==> src/rtl/eac_pkg.sv <==
/*
 * eac_pkg: constants, register map and carrier types of the event action configuration bank.
 * assumes: a single 125 MHz clock domain; one 32-bit Avalon-MM word per register.
 */
package eac_pkg;

  // clock and time base
  localparam int unsigned CLK_HZ = 125_000_000;
  localparam int unsigned MS_PER_S = 1000;
  localparam int unsigned QTR_MS = 250;
  localparam int unsigned QTR_CYC = CLK_HZ / MS_PER_S * QTR_MS;

  // widths
  localparam int CODE_W = 16;
  localparam int ADDR_W = 8;
  localparam int DATA_W = 32;
  localparam int BE_W = 4;
  localparam int ST_W = 4;

  ////////////////////////////////////////////////////////////////////////////
  // register byte offsets
  localparam logic [ADDR_W-1:0] OFF_INTERRUPT_INPUT_THREE_ACT = 8'h00;
  localparam logic [ADDR_W-1:0] OFF_BOOT_ACT = 8'h04;
  localparam logic [ADDR_W-1:0] OFF_JOIN_ACT = 8'h08;
  localparam logic [ADDR_W-1:0] OFF_TMR0_THR = 8'h0C;
  localparam logic [ADDR_W-1:0] OFF_TMR0_ACT = 8'h10;
  localparam logic [ADDR_W-1:0] OFF_STATUS = 8'h14;
  localparam logic [ADDR_W-1:0] OFF_MASK = 8'h18;
  localparam logic [ADDR_W-1:0] OFF_TMR0_CNT = 8'h1C;

  // reset values
  localparam logic [CODE_W-1:0] RST_INTERRUPT_INPUT_THREE_ACT = 16'h0000;
  localparam logic [CODE_W-1:0] RST_BOOT_ACT = 16'h0000;
  localparam logic [CODE_W-1:0] RST_JOIN_ACT = 16'h0000;
  localparam logic [CODE_W-1:0] RST_TMR0_THR = 16'h0004;
  localparam logic [CODE_W-1:0] RST_TMR0_ACT = 16'h8010;
  localparam logic [CODE_W-1:0] CODE_NONE = 16'h0000;
  localparam logic [ST_W-1:0] RST_MASK = 4'h0;

  // status and mask bit positions, also the action priority (lowest first)
  localparam int ST_INTERRUPT_INPUT_THREE = 0;
  localparam int ST_BOOT = 1;
  localparam int ST_JOIN = 2;
  localparam int ST_TMR0 = 3;

  ////////////////////////////////////////////////////////////////////////////
  // carriers
  typedef enum logic [1:0] {
    SRC_INTERRUPT_INPUT_THREE = 2'b00,
    SRC_BOOT = 2'b01,
    SRC_JOIN = 2'b11,
    SRC_TMR0 = 2'b10
  } eac_src_t;

  typedef struct packed {
    logic [CODE_W-1:0] interrupt_input_three_action_code;
    logic [CODE_W-1:0] boot_action_code;
    logic [CODE_W-1:0] join_action_code;
    logic [CODE_W-1:0] timer0_threshold;
    logic [CODE_W-1:0] timer0_action_code;
  } eac_cfg_t;

  typedef struct packed {
    eac_src_t src;
    logic [CODE_W-1:0] code;
  } eac_action_t;

endpackage : eac_pkg

==> src/rtl/eac_tick.sv <==
/*
 * eac_tick: divider giving a one-cycle enable pulse every DIV clock cycles.
 * assumes: synchronous reset copy from the parent; restart realigns the phase.
 */
`timescale 1ns/1ps
module eac_tick #(
  parameter int unsigned DIV = eac_pkg::QTR_CYC
) (
  // clock and reset
  input wire logic clk,
  input wire logic rst_n,
  // control
  input wire logic enable,
  input wire logic restart,
  // output
  output logic tick
);
  import eac_pkg::*;

  logic [31:0] div_q;
  logic tick_q;
  localparam logic [31:0] DIV_LAST = 32'(DIV - 1);

  always_ff @(posedge clk or negedge rst_n) begin
    if (!rst_n) begin
      div_q <= 32'h0000_0000;
      tick_q <= 1'b0;
    end else if (!enable || restart) begin
      div_q <= 32'h0000_0000;
      tick_q <= 1'b0;
    end else if (div_q == DIV_LAST) begin
      div_q <= 32'h0000_0000;
      tick_q <= 1'b1;
    end else begin
      div_q <= div_q + 32'h0000_0001;
      tick_q <= 1'b0;
    end
  end

  assign tick = tick_q;

endmodule : eac_tick

==> src/rtl/eac_bank.sv <==
/*
 * eac_bank: event action configuration bank with timer/counter 0, action issue,
 * interrupt status and a non-volatile mirror port.
 * assumes: boot_stack_ready and network_joined are one-cycle pulses on ref_clk;
 * port_b_pin_six is asynchronous; the nv store keeps what nv_store_data shows.
 */
`timescale 1ns/1ps
module eac_bank #(
  parameter int unsigned QTR_CYCLES = eac_pkg::QTR_CYC
) (
  // clock and reset
  input wire logic ref_clk,
  input wire logic rstn,
  // avalon-mm slave
  input wire logic [eac_pkg::ADDR_W-1:0] avs_address,
  input wire logic avs_read,
  input wire logic avs_write,
  input wire logic [eac_pkg::DATA_W-1:0] avs_writedata,
  input wire logic [eac_pkg::BE_W-1:0] avs_byteenable,
  output logic [eac_pkg::DATA_W-1:0] avs_readdata,
  output logic avs_waitrequest,
  // events
  input wire logic port_b_pin_six,
  input wire logic boot_stack_ready,
  input wire logic network_joined,
  // actions
  output eac_pkg::eac_action_t action,
  output logic action_valid,
  // non-volatile mirror
  input wire logic nv_restore_valid,
  input eac_pkg::eac_cfg_t nv_restore_data,
  output logic nv_store_valid,
  output eac_pkg::eac_cfg_t nv_store_data,
  // interrupt
  output logic irq
);
  import eac_pkg::*;

  function automatic logic hit(input logic [ADDR_W-1:0] addr, input logic [ADDR_W-1:0] off);
    hit = (addr == off);
  endfunction : hit

  function automatic logic [CODE_W-1:0] merge(input logic [CODE_W-1:0] old,
                                              input logic [DATA_W-1:0] wd,
                                              input logic [BE_W-1:0] be);
    merge = old;
    if (be[0]) merge[7:0] = wd[7:0];
    if (be[1]) merge[15:8] = wd[15:8];
  endfunction : merge

  ////////////////////////////////////////////////////////////////////////////
  // reset release
  logic rst_meta_q;
  logic rst_n_q;

  always_ff @(posedge ref_clk or negedge rstn) begin
    if (!rstn) begin
      rst_meta_q <= 1'b0;
      rst_n_q <= 1'b0;
    end else begin
      rst_meta_q <= 1'b1;
      rst_n_q <= rst_meta_q;
    end
  end

  ////////////////////////////////////////////////////////////////////////////
  // avalon handshake: waitrequest drops for one cycle per request
  logic wait_q;
  logic [DATA_W-1:0] rdata_q;
  logic [DATA_W-1:0] rdata_d;
  logic req;
  logic acc_wr;

  assign req = avs_read || avs_write;
  assign acc_wr = avs_write && !wait_q;

  always_ff @(posedge ref_clk or negedge rst_n_q) begin
    if (!rst_n_q) begin
      wait_q <= 1'b1;
    end else if (req && wait_q) begin
      wait_q <= 1'b0;
    end else begin
      wait_q <= 1'b1;
    end
  end

  ////////////////////////////////////////////////////////////////////////////
  // configuration registers
  eac_cfg_t cfg_q;
  logic nv_store_q;
  logic cfg_wr;
  logic thr_wr;

  assign cfg_wr = acc_wr && (hit(avs_address, OFF_INTERRUPT_INPUT_THREE_ACT) || hit(avs_address, OFF_BOOT_ACT) ||
                             hit(avs_address, OFF_JOIN_ACT) || hit(avs_address, OFF_TMR0_THR) ||
                             hit(avs_address, OFF_TMR0_ACT));
  assign thr_wr = (acc_wr && hit(avs_address, OFF_TMR0_THR)) || nv_restore_valid;

  always_ff @(posedge ref_clk or negedge rst_n_q) begin
    if (!rst_n_q) begin
      cfg_q.interrupt_input_three_action_code <= RST_INTERRUPT_INPUT_THREE_ACT;
      cfg_q.boot_action_code <= RST_BOOT_ACT;
      cfg_q.join_action_code <= RST_JOIN_ACT;
      cfg_q.timer0_threshold <= RST_TMR0_THR;
      cfg_q.timer0_action_code <= RST_TMR0_ACT;
    end else if (nv_restore_valid) begin
      cfg_q <= nv_restore_data;
    end else if (acc_wr) begin
      if (hit(avs_address, OFF_INTERRUPT_INPUT_THREE_ACT)) cfg_q.interrupt_input_three_action_code <=
        merge(cfg_q.interrupt_input_three_action_code, avs_writedata, avs_byteenable);
      if (hit(avs_address, OFF_BOOT_ACT)) cfg_q.boot_action_code <=
        merge(cfg_q.boot_action_code, avs_writedata, avs_byteenable);
      if (hit(avs_address, OFF_JOIN_ACT)) cfg_q.join_action_code <=
        merge(cfg_q.join_action_code, avs_writedata, avs_byteenable);
      if (hit(avs_address, OFF_TMR0_THR)) cfg_q.timer0_threshold <=
        merge(cfg_q.timer0_threshold, avs_writedata, avs_byteenable);
      if (hit(avs_address, OFF_TMR0_ACT)) cfg_q.timer0_action_code <=
        merge(cfg_q.timer0_action_code, avs_writedata, avs_byteenable);
    end
  end

  // store request follows every bus write of a configuration register, except one in the same cycle as nv_restore_valid
  always_ff @(posedge ref_clk or negedge rst_n_q) begin
    if (!rst_n_q) begin
      nv_store_q <= 1'b0;
    end else begin
      nv_store_q <= cfg_wr && !nv_restore_valid;
    end
  end

  ////////////////////////////////////////////////////////////////////////////
  // timer/counter 0
  logic qtr_tick;
  logic [CODE_W-1:0] cnt_q;
  logic thr_on;
  logic tmr_ev;

  assign thr_on = (cfg_q.timer0_threshold != CODE_NONE);

  eac_tick #(
    .DIV(QTR_CYCLES)
  ) u_tick (
    .clk(ref_clk),
    .rst_n(rst_n_q),
    .enable(thr_on),
    .restart(thr_wr),
    .tick(qtr_tick)
  );

  assign tmr_ev = qtr_tick && thr_on && (cnt_q == cfg_q.timer0_threshold - 16'h0001);

  always_ff @(posedge ref_clk or negedge rst_n_q) begin
    if (!rst_n_q) begin
      cnt_q <= 16'h0000;
    end else if (!thr_on || thr_wr) begin
      cnt_q <= 16'h0000;
    end else if (tmr_ev) begin
      cnt_q <= 16'h0000;
    end else if (qtr_tick) begin
      cnt_q <= cnt_q + 16'h0001;
    end
  end

  ////////////////////////////////////////////////////////////////////////////
  // event sources
  logic interrupt_input_three_meta_q;
  logic interrupt_input_three_sync_q;
  logic interrupt_input_three_prev_q;
  logic boot_done_q;
  logic [ST_W-1:0] ev;

  always_ff @(posedge ref_clk or negedge rst_n_q) begin
    if (!rst_n_q) begin
      interrupt_input_three_meta_q <= 1'b0;
      interrupt_input_three_sync_q <= 1'b0;
      interrupt_input_three_prev_q <= 1'b0;
    end else begin
      interrupt_input_three_meta_q <= port_b_pin_six;
      interrupt_input_three_sync_q <= interrupt_input_three_meta_q;
      interrupt_input_three_prev_q <= interrupt_input_three_sync_q;
    end
  end

  always_ff @(posedge ref_clk or negedge rst_n_q) begin
    if (!rst_n_q) begin
      boot_done_q <= 1'b0;
    end else if (boot_stack_ready) begin
      boot_done_q <= 1'b1;
    end
  end

  always_comb begin
    ev = '0;
    ev[ST_INTERRUPT_INPUT_THREE] = interrupt_input_three_sync_q && !interrupt_input_three_prev_q;
    ev[ST_BOOT] = boot_stack_ready && !boot_done_q;
    ev[ST_JOIN] = network_joined;
    ev[ST_TMR0] = tmr_ev;
  end

  ////////////////////////////////////////////////////////////////////////////
  // action issue: pending events served one per cycle, lowest index first
  logic [ST_W-1:0] pend_q;
  logic [ST_W-1:0] grant;
  logic [CODE_W-1:0] g_code;
  eac_src_t g_src;
  eac_action_t act_q;
  logic act_vld_q;

  always_comb begin
    grant = '0;
    for (int i = ST_W - 1; i >= 0; i--) begin
      if (pend_q[i]) grant = ST_W'(1) << i;
    end
  end

  always_comb begin
    g_code = CODE_NONE;
    g_src = SRC_INTERRUPT_INPUT_THREE;
    unique case (1'b1)
      grant[ST_INTERRUPT_INPUT_THREE]: begin
        g_code = cfg_q.interrupt_input_three_action_code;
        g_src = SRC_INTERRUPT_INPUT_THREE;
      end
      grant[ST_BOOT]: begin
        g_code = cfg_q.boot_action_code;
        g_src = SRC_BOOT;
      end
      grant[ST_JOIN]: begin
        g_code = cfg_q.join_action_code;
        g_src = SRC_JOIN;
      end
      grant[ST_TMR0]: begin
        g_code = cfg_q.timer0_action_code;
        g_src = SRC_TMR0;
      end
      default: begin
        g_code = CODE_NONE;
        g_src = SRC_INTERRUPT_INPUT_THREE;
      end
    endcase
  end

  // a new event of a served source re-arms it in the same cycle
  always_ff @(posedge ref_clk or negedge rst_n_q) begin
    if (!rst_n_q) begin
      pend_q <= '0;
    end else begin
      pend_q <= (pend_q & ~grant) | ev;
    end
  end

  always_ff @(posedge ref_clk or negedge rst_n_q) begin
    if (!rst_n_q) begin
      act_q <= '{src: SRC_INTERRUPT_INPUT_THREE, code: CODE_NONE};
      act_vld_q <= 1'b0;
    end else begin
      act_vld_q <= (grant != '0) && (g_code != CODE_NONE);
      if (grant != '0) begin
        act_q <= '{src: g_src, code: g_code};
      end
    end
  end

  ////////////////////////////////////////////////////////////////////////////
  // interrupt status (write one to clear, set wins) and mask
  logic [ST_W-1:0] status_q;
  logic [ST_W-1:0] mask_q;
  logic [ST_W-1:0] w1c;
  logic irq_q;

  assign w1c = (acc_wr && hit(avs_address, OFF_STATUS) && avs_byteenable[0]) ?
               avs_writedata[ST_W-1:0] : '0;

  for (genvar b = 0; b < ST_W; b++) begin : g_status
    always_ff @(posedge ref_clk or negedge rst_n_q) begin
      if (!rst_n_q) begin
        status_q[b] <= 1'b0;
      end else if (ev[b]) begin
        status_q[b] <= 1'b1;
      end else if (w1c[b]) begin
        status_q[b] <= 1'b0;
      end
    end
  end

  always_ff @(posedge ref_clk or negedge rst_n_q) begin
    if (!rst_n_q) begin
      mask_q <= RST_MASK;
    end else if (acc_wr && hit(avs_address, OFF_MASK) && avs_byteenable[0]) begin
      mask_q <= avs_writedata[ST_W-1:0];
    end
  end

  always_ff @(posedge ref_clk or negedge rst_n_q) begin
    if (!rst_n_q) begin
      irq_q <= 1'b0;
    end else begin
      irq_q <= |(status_q & mask_q);
    end
  end

  ////////////////////////////////////////////////////////////////////////////
  // read data, captured when waitrequest drops
  always_comb begin
    rdata_d = '0;
    unique case (avs_address)
      OFF_INTERRUPT_INPUT_THREE_ACT: rdata_d[CODE_W-1:0] = cfg_q.interrupt_input_three_action_code;
      OFF_BOOT_ACT: rdata_d[CODE_W-1:0] = cfg_q.boot_action_code;
      OFF_JOIN_ACT: rdata_d[CODE_W-1:0] = cfg_q.join_action_code;
      OFF_TMR0_THR: rdata_d[CODE_W-1:0] = cfg_q.timer0_threshold;
      OFF_TMR0_ACT: rdata_d[CODE_W-1:0] = cfg_q.timer0_action_code;
      OFF_STATUS: rdata_d[ST_W-1:0] = status_q;
      OFF_MASK: rdata_d[ST_W-1:0] = mask_q;
      OFF_TMR0_CNT: rdata_d[CODE_W-1:0] = cnt_q;
      default: rdata_d = '0;
    endcase
  end

  always_ff @(posedge ref_clk or negedge rst_n_q) begin
    if (!rst_n_q) begin
      rdata_q <= '0;
    end else if (avs_read && wait_q) begin
      rdata_q <= rdata_d;
    end
  end

  ////////////////////////////////////////////////////////////////////////////
  // outputs
  assign avs_readdata = rdata_q;
  assign avs_waitrequest = wait_q;
  assign action = act_q;
  assign action_valid = act_vld_q;
  assign nv_store_valid = nv_store_q;
  assign nv_store_data = cfg_q;
  assign irq = irq_q;

endmodule : eac_bank

==> config.mk <==
export PLATFORM = sky130hd
export DESIGN_NAME = eac_bank
export DESIGN_NICKNAME = d
export VERILOG_FILES = /design/src/rtl/eac_pkg.sv /design/src/rtl/eac_tick.sv /design/src/rtl/eac_bank.sv
export SDC_FILE = /design/constraint.sdc
export NUM_CORES = 1
export LEC_CHECK = 0
export BUFFER_PORTS_ARGS = -buffer_cell sky130_fd_sc_hd__buf_2
export CAP_MARGIN = 20
export CORE_UTILIZATION = 53
export DETAILED_ROUTE_END_ITERATION = 6
export PLACE_DENSITY = 0.8
export SETUP_SLACK_MARGIN = 0.4
export SLEW_MARGIN = 10
export SYNTH_ARGS = -nofsm -noshare
export SYNTH_HDL_FRONTEND = slang
export SYNTH_SLANG_ARGS = --single-unit
==> constraint.sdc <==
create_clock -name ref_clk -period 6.6 [get_ports ref_clk]
set_input_delay 1.32 -clock ref_clk [delete_from_list [all_inputs] [get_ports ref_clk]]
set_output_delay 1.32 -clock ref_clk [all_outputs]
set_load 0.02 [all_outputs]
==> impl_metrics.tcl <==
set metrics [dict create \
    rr_startpoint "nv_store_data[24]" \
    synth_ff_type "dfrtp_1" \
    dr.pass1.iters 7 \
    crit_end "nv_store_data[61]" \
    drc 51 \
    rsz0062_at_grt "no" \
    wl_per_cell_microns 20.91 \
    path_cells "buf_2 > or4_1 > nor3_1 > and2_1 > a21oi_1 > buf_4 > o21ai_0" \
    start_kind "input port" \
    synth_compound_area_share_pct 19.00 \
    die_y_microns 138.3 \
    grt-ovfl-total 0 \
    ant_nets 0 \
    dp_hpwl_microns 23330 \
    clock_skew_ns 0.007668 \
    grt_pass1_wl_microns 49690 \
    netlist_area_sq_mm 0.009844 \
    slew_headroom_pct 35.31 \
    worst_pin_slew_ns 0.9704 \
    grt_max_degree 78 \
    grt_pass1_vias 8966 \
    io_pins 266 \
    die_area_sq_mm 0.01912 \
    power.leakage_nw 5.293 \
    port_buffers 231 \
    gp_congestion 0.9148 \
    cts_max_level 4 \
    crit_path_max_incr_delay_ns 0.74 \
    clk_latency_ns 0.43 \
    hp-class "reg -> async" \
    path_delay_family "simple AND/OR/NAND/NOR gates" \
    finalNetCount 1421 \
    maxSlewViolCount 0 \
    synth-warning-count 0 \
    row_count 49 \
    ys_seq_elements 185 \
    ctsResizeCount 0 \
    start_util_pct 54.43 \
    r2r_cells 6 \
    crit_path_top_delay_cell "or4_1" \
    avgSynthCellArea_sq_um 9.098 \
    cp_num_cells 7 \
    vias 9552 \
    cp-end-kind "register" \
    required_ns 6.93 \
    die_width_microns 138.3 \
    synth_top_family_by_area "simple AND/OR/NAND/NOR gates" \
    peakVddDrop_v 0.0002046 \
    yosysSeqAreaShare_pct 47.08 \
    finalSetupViolations 0 \
    r2r_slack_ns 3.41 \
    via_per_inst 6.251 \
    core_sq_mm 0.01809 \
    synthAdderAreaFrac_pct 0.5084 \
    syn_inst 1082 \
    r2r_end "cnt_q[5]" \
    hold_viol 0 \
    power_mw 2.980 \
    synth_mux_area_share_pct 4.105 \
    yosys.area_share.simple_pct 19.43 \
    syn_to_final_growth_pct 19.41 \
    worstPathMaxFanout 14 \
    fill_cells 1537 \
    grtUsageTotal_pct 33.60 \
    synth_edf_count 0 \
    max_freq_mhz 259.1 \
    final_common_cell "buf_2" \
    numCtsBuffers 17 \
    violations "design-rule violations" \
    finalSetupTns_ns 0 \
    drt_iter0_drc 1005 \
    period_share_pct 58.47 \
    cts_tree "yes" \
    cp-startpoint "avs_address[1]" \
    drt_wl_total_microns 31950 \
    cts_buffer_depth 2 \
    ys_types 63 \
    cts_root_buf "clkbuf_16" \
    ys_async_sr_fraction_pct 100.0 \
    placed_cells 1490 \
    holdBufCountCts 0 \
    utilization_pct 64.99 \
    cts_num_sinks 185 \
    antenna_found_initial 1 \
    critPathKind "in -> reg" \
    mostFrequentLayoutCells "buf_2 (230), dfrtp_1 (180), nand2_1 (143)" \
    drive_above_1_share_pct 25.12 \
    fin_cells 1528 \
    worstPathArrival_ns 4.19 \
    outcome "finished, violations left" \
    worst-path-buf-inv 2 \
    max_cap_viol_count 0 \
    period_needed_ns 3.859 \
    synth_xor_area_share_pct 5.160 \
    post-cts-setup-buffers 0 \
    path_clk_slew_ns 0.07 \
    power.density_cell_area_mw_per_mm2 253.5 \
]
logic make-up (layout without fill, tap and decap cells):
group           after synthesis  in the layout
mux                          30             30
flops                       185            185
compound gates              314            314
xor+xnor                     58             58
buf+inv                      98            299
other cells                   2             18
fa+ha+maj                     4              4
simple gates                391            391
state kept, by name, indices dropped and copies added, names as in the netlist:
signal                        cells
interrupt_input_three_prev_q      1
avs_waitrequest                   1
interrupt_input_three_sync_q      1
action                           18
pend_q                            4
boot_done_q                       1
rst_meta_q                        1
u_tick.tick                       1
avs_readdata                     16
rst_n_q                           1
mask_q                            4
status_q                          4
cnt_q                            16
u_tick.div_q                     32
nv_store_valid                    1
action_valid                      1
irq                               1
nv_store_data                    80
interrupt_input_three_meta_q      1
layer usage:
layer  part of all wire, %  global-route usage [%]  vias to the layer above
met3                   9.2                   6.131                      104
met4                   4.4                   16.79                        0
li1                      -                       -                     4261
met1                    40                   44.50                     4595
met2                    47                   53.46                      592
met5                     0                       0                        -
cell type report:
| type | instances | area, sq um | area share (%) |
|---|---|---|---|
| flip-flops and latches | 185 | 4638 | 39.46 |
| clock buffers | 17 | 425.4 | 3.619 |
| repair buffers | 253 | 1331 | 11.33 |
| multi-input cells | 814 | 4835 | 41.13 |
| clock inverters | 15 | 183.9 | 1.565 |
| diodes | 1 | 2.502 | 0.02129 |
| inverters | 14 | 52.55 | 0.4470 |
| well taps | 229 | 286.5 | 2.437 |
worst reg2reg max path, cell delays in order (launching register included):
cell	delay (ns)
dfrtp_1	0.49
or3_1	0.54
nor4b_1	0.67
a21oi_1	0.15
nor4b_1	0.47
o2111a_2	0.57
a211oi_1	0.15
worst min-delay path by stage:
| stage | start | endpoint | slack (ns) | cells after the start |
|---|---|---|---|---|
| 6_report | rst_n_q | nv_store_data[19] | 0.33 | 0 |
| 5_1_grt | rst_meta_q | rst_n_q | 0.36 | 0 |
| 4_1_cts | rst_n_q | u_tick.div_q[19] | 0.36 | 0 |
| 3_5_place_dp | interrupt_input_three_meta_q | interrupt_input_three_sync_q | 0.34 | 0 |
| 3_3_place_gp | interrupt_input_three_meta_q | interrupt_input_three_sync_q | 0.33 | 0 |
| 2_1_floorplan | interrupt_input_three_meta_q | interrupt_input_three_sync_q | 0.33 | 0 |
metrics by stage:
stage | setup slack, ns | area (sq um) | hold slack [ns]
final | 2.741 | 11760 | 0.3273
after detailed placement | 2.355 | 11100 | 0.3389
after CTS | 2.784 | 11710 | 0.3551
after global routing | 2.557 | 11760 | 0.3630
after global placement | 2.426 | 11090 | 0.3318
after floorplan | 1.070 | 9901 | 0.3312
report_power, final:
part | switching, mW | internal, mW
sequential | 0.126 | 1.23
combinational | 0.365 | 0.201
clock | 0.486 | 0.574
total | 0.978 | 2.00
cells in the mapped netlist (all sizes together) (14+ instances only):
| cell type | n | area [sq um] |
|---|---|---|
| a21oi | 116 | 580.6 |
| dfrtp | 181 | 4529 |
| xnor2 | 35 | 306.5 |
| nor2 | 77 | 289.0 |
| nor3 | 21 | 105.1 |
| xor2 | 23 | 201.4 |
| a22oi | 19 | 142.6 |
| o21ai | 102 | 510.5 |
| nor4 | 17 | 112.6 |
| a31oi | 18 | 112.6 |
| inv | 14 | 52.55 |
| nand3 | 27 | 135.1 |
| nand2 | 143 | 536.8 |
| nor2b | 28 | 175.2 |
| clkbuf | 57 | 215.2 |
| buf | 27 | 188.9 |
Power figures use the tool's default switching activity.
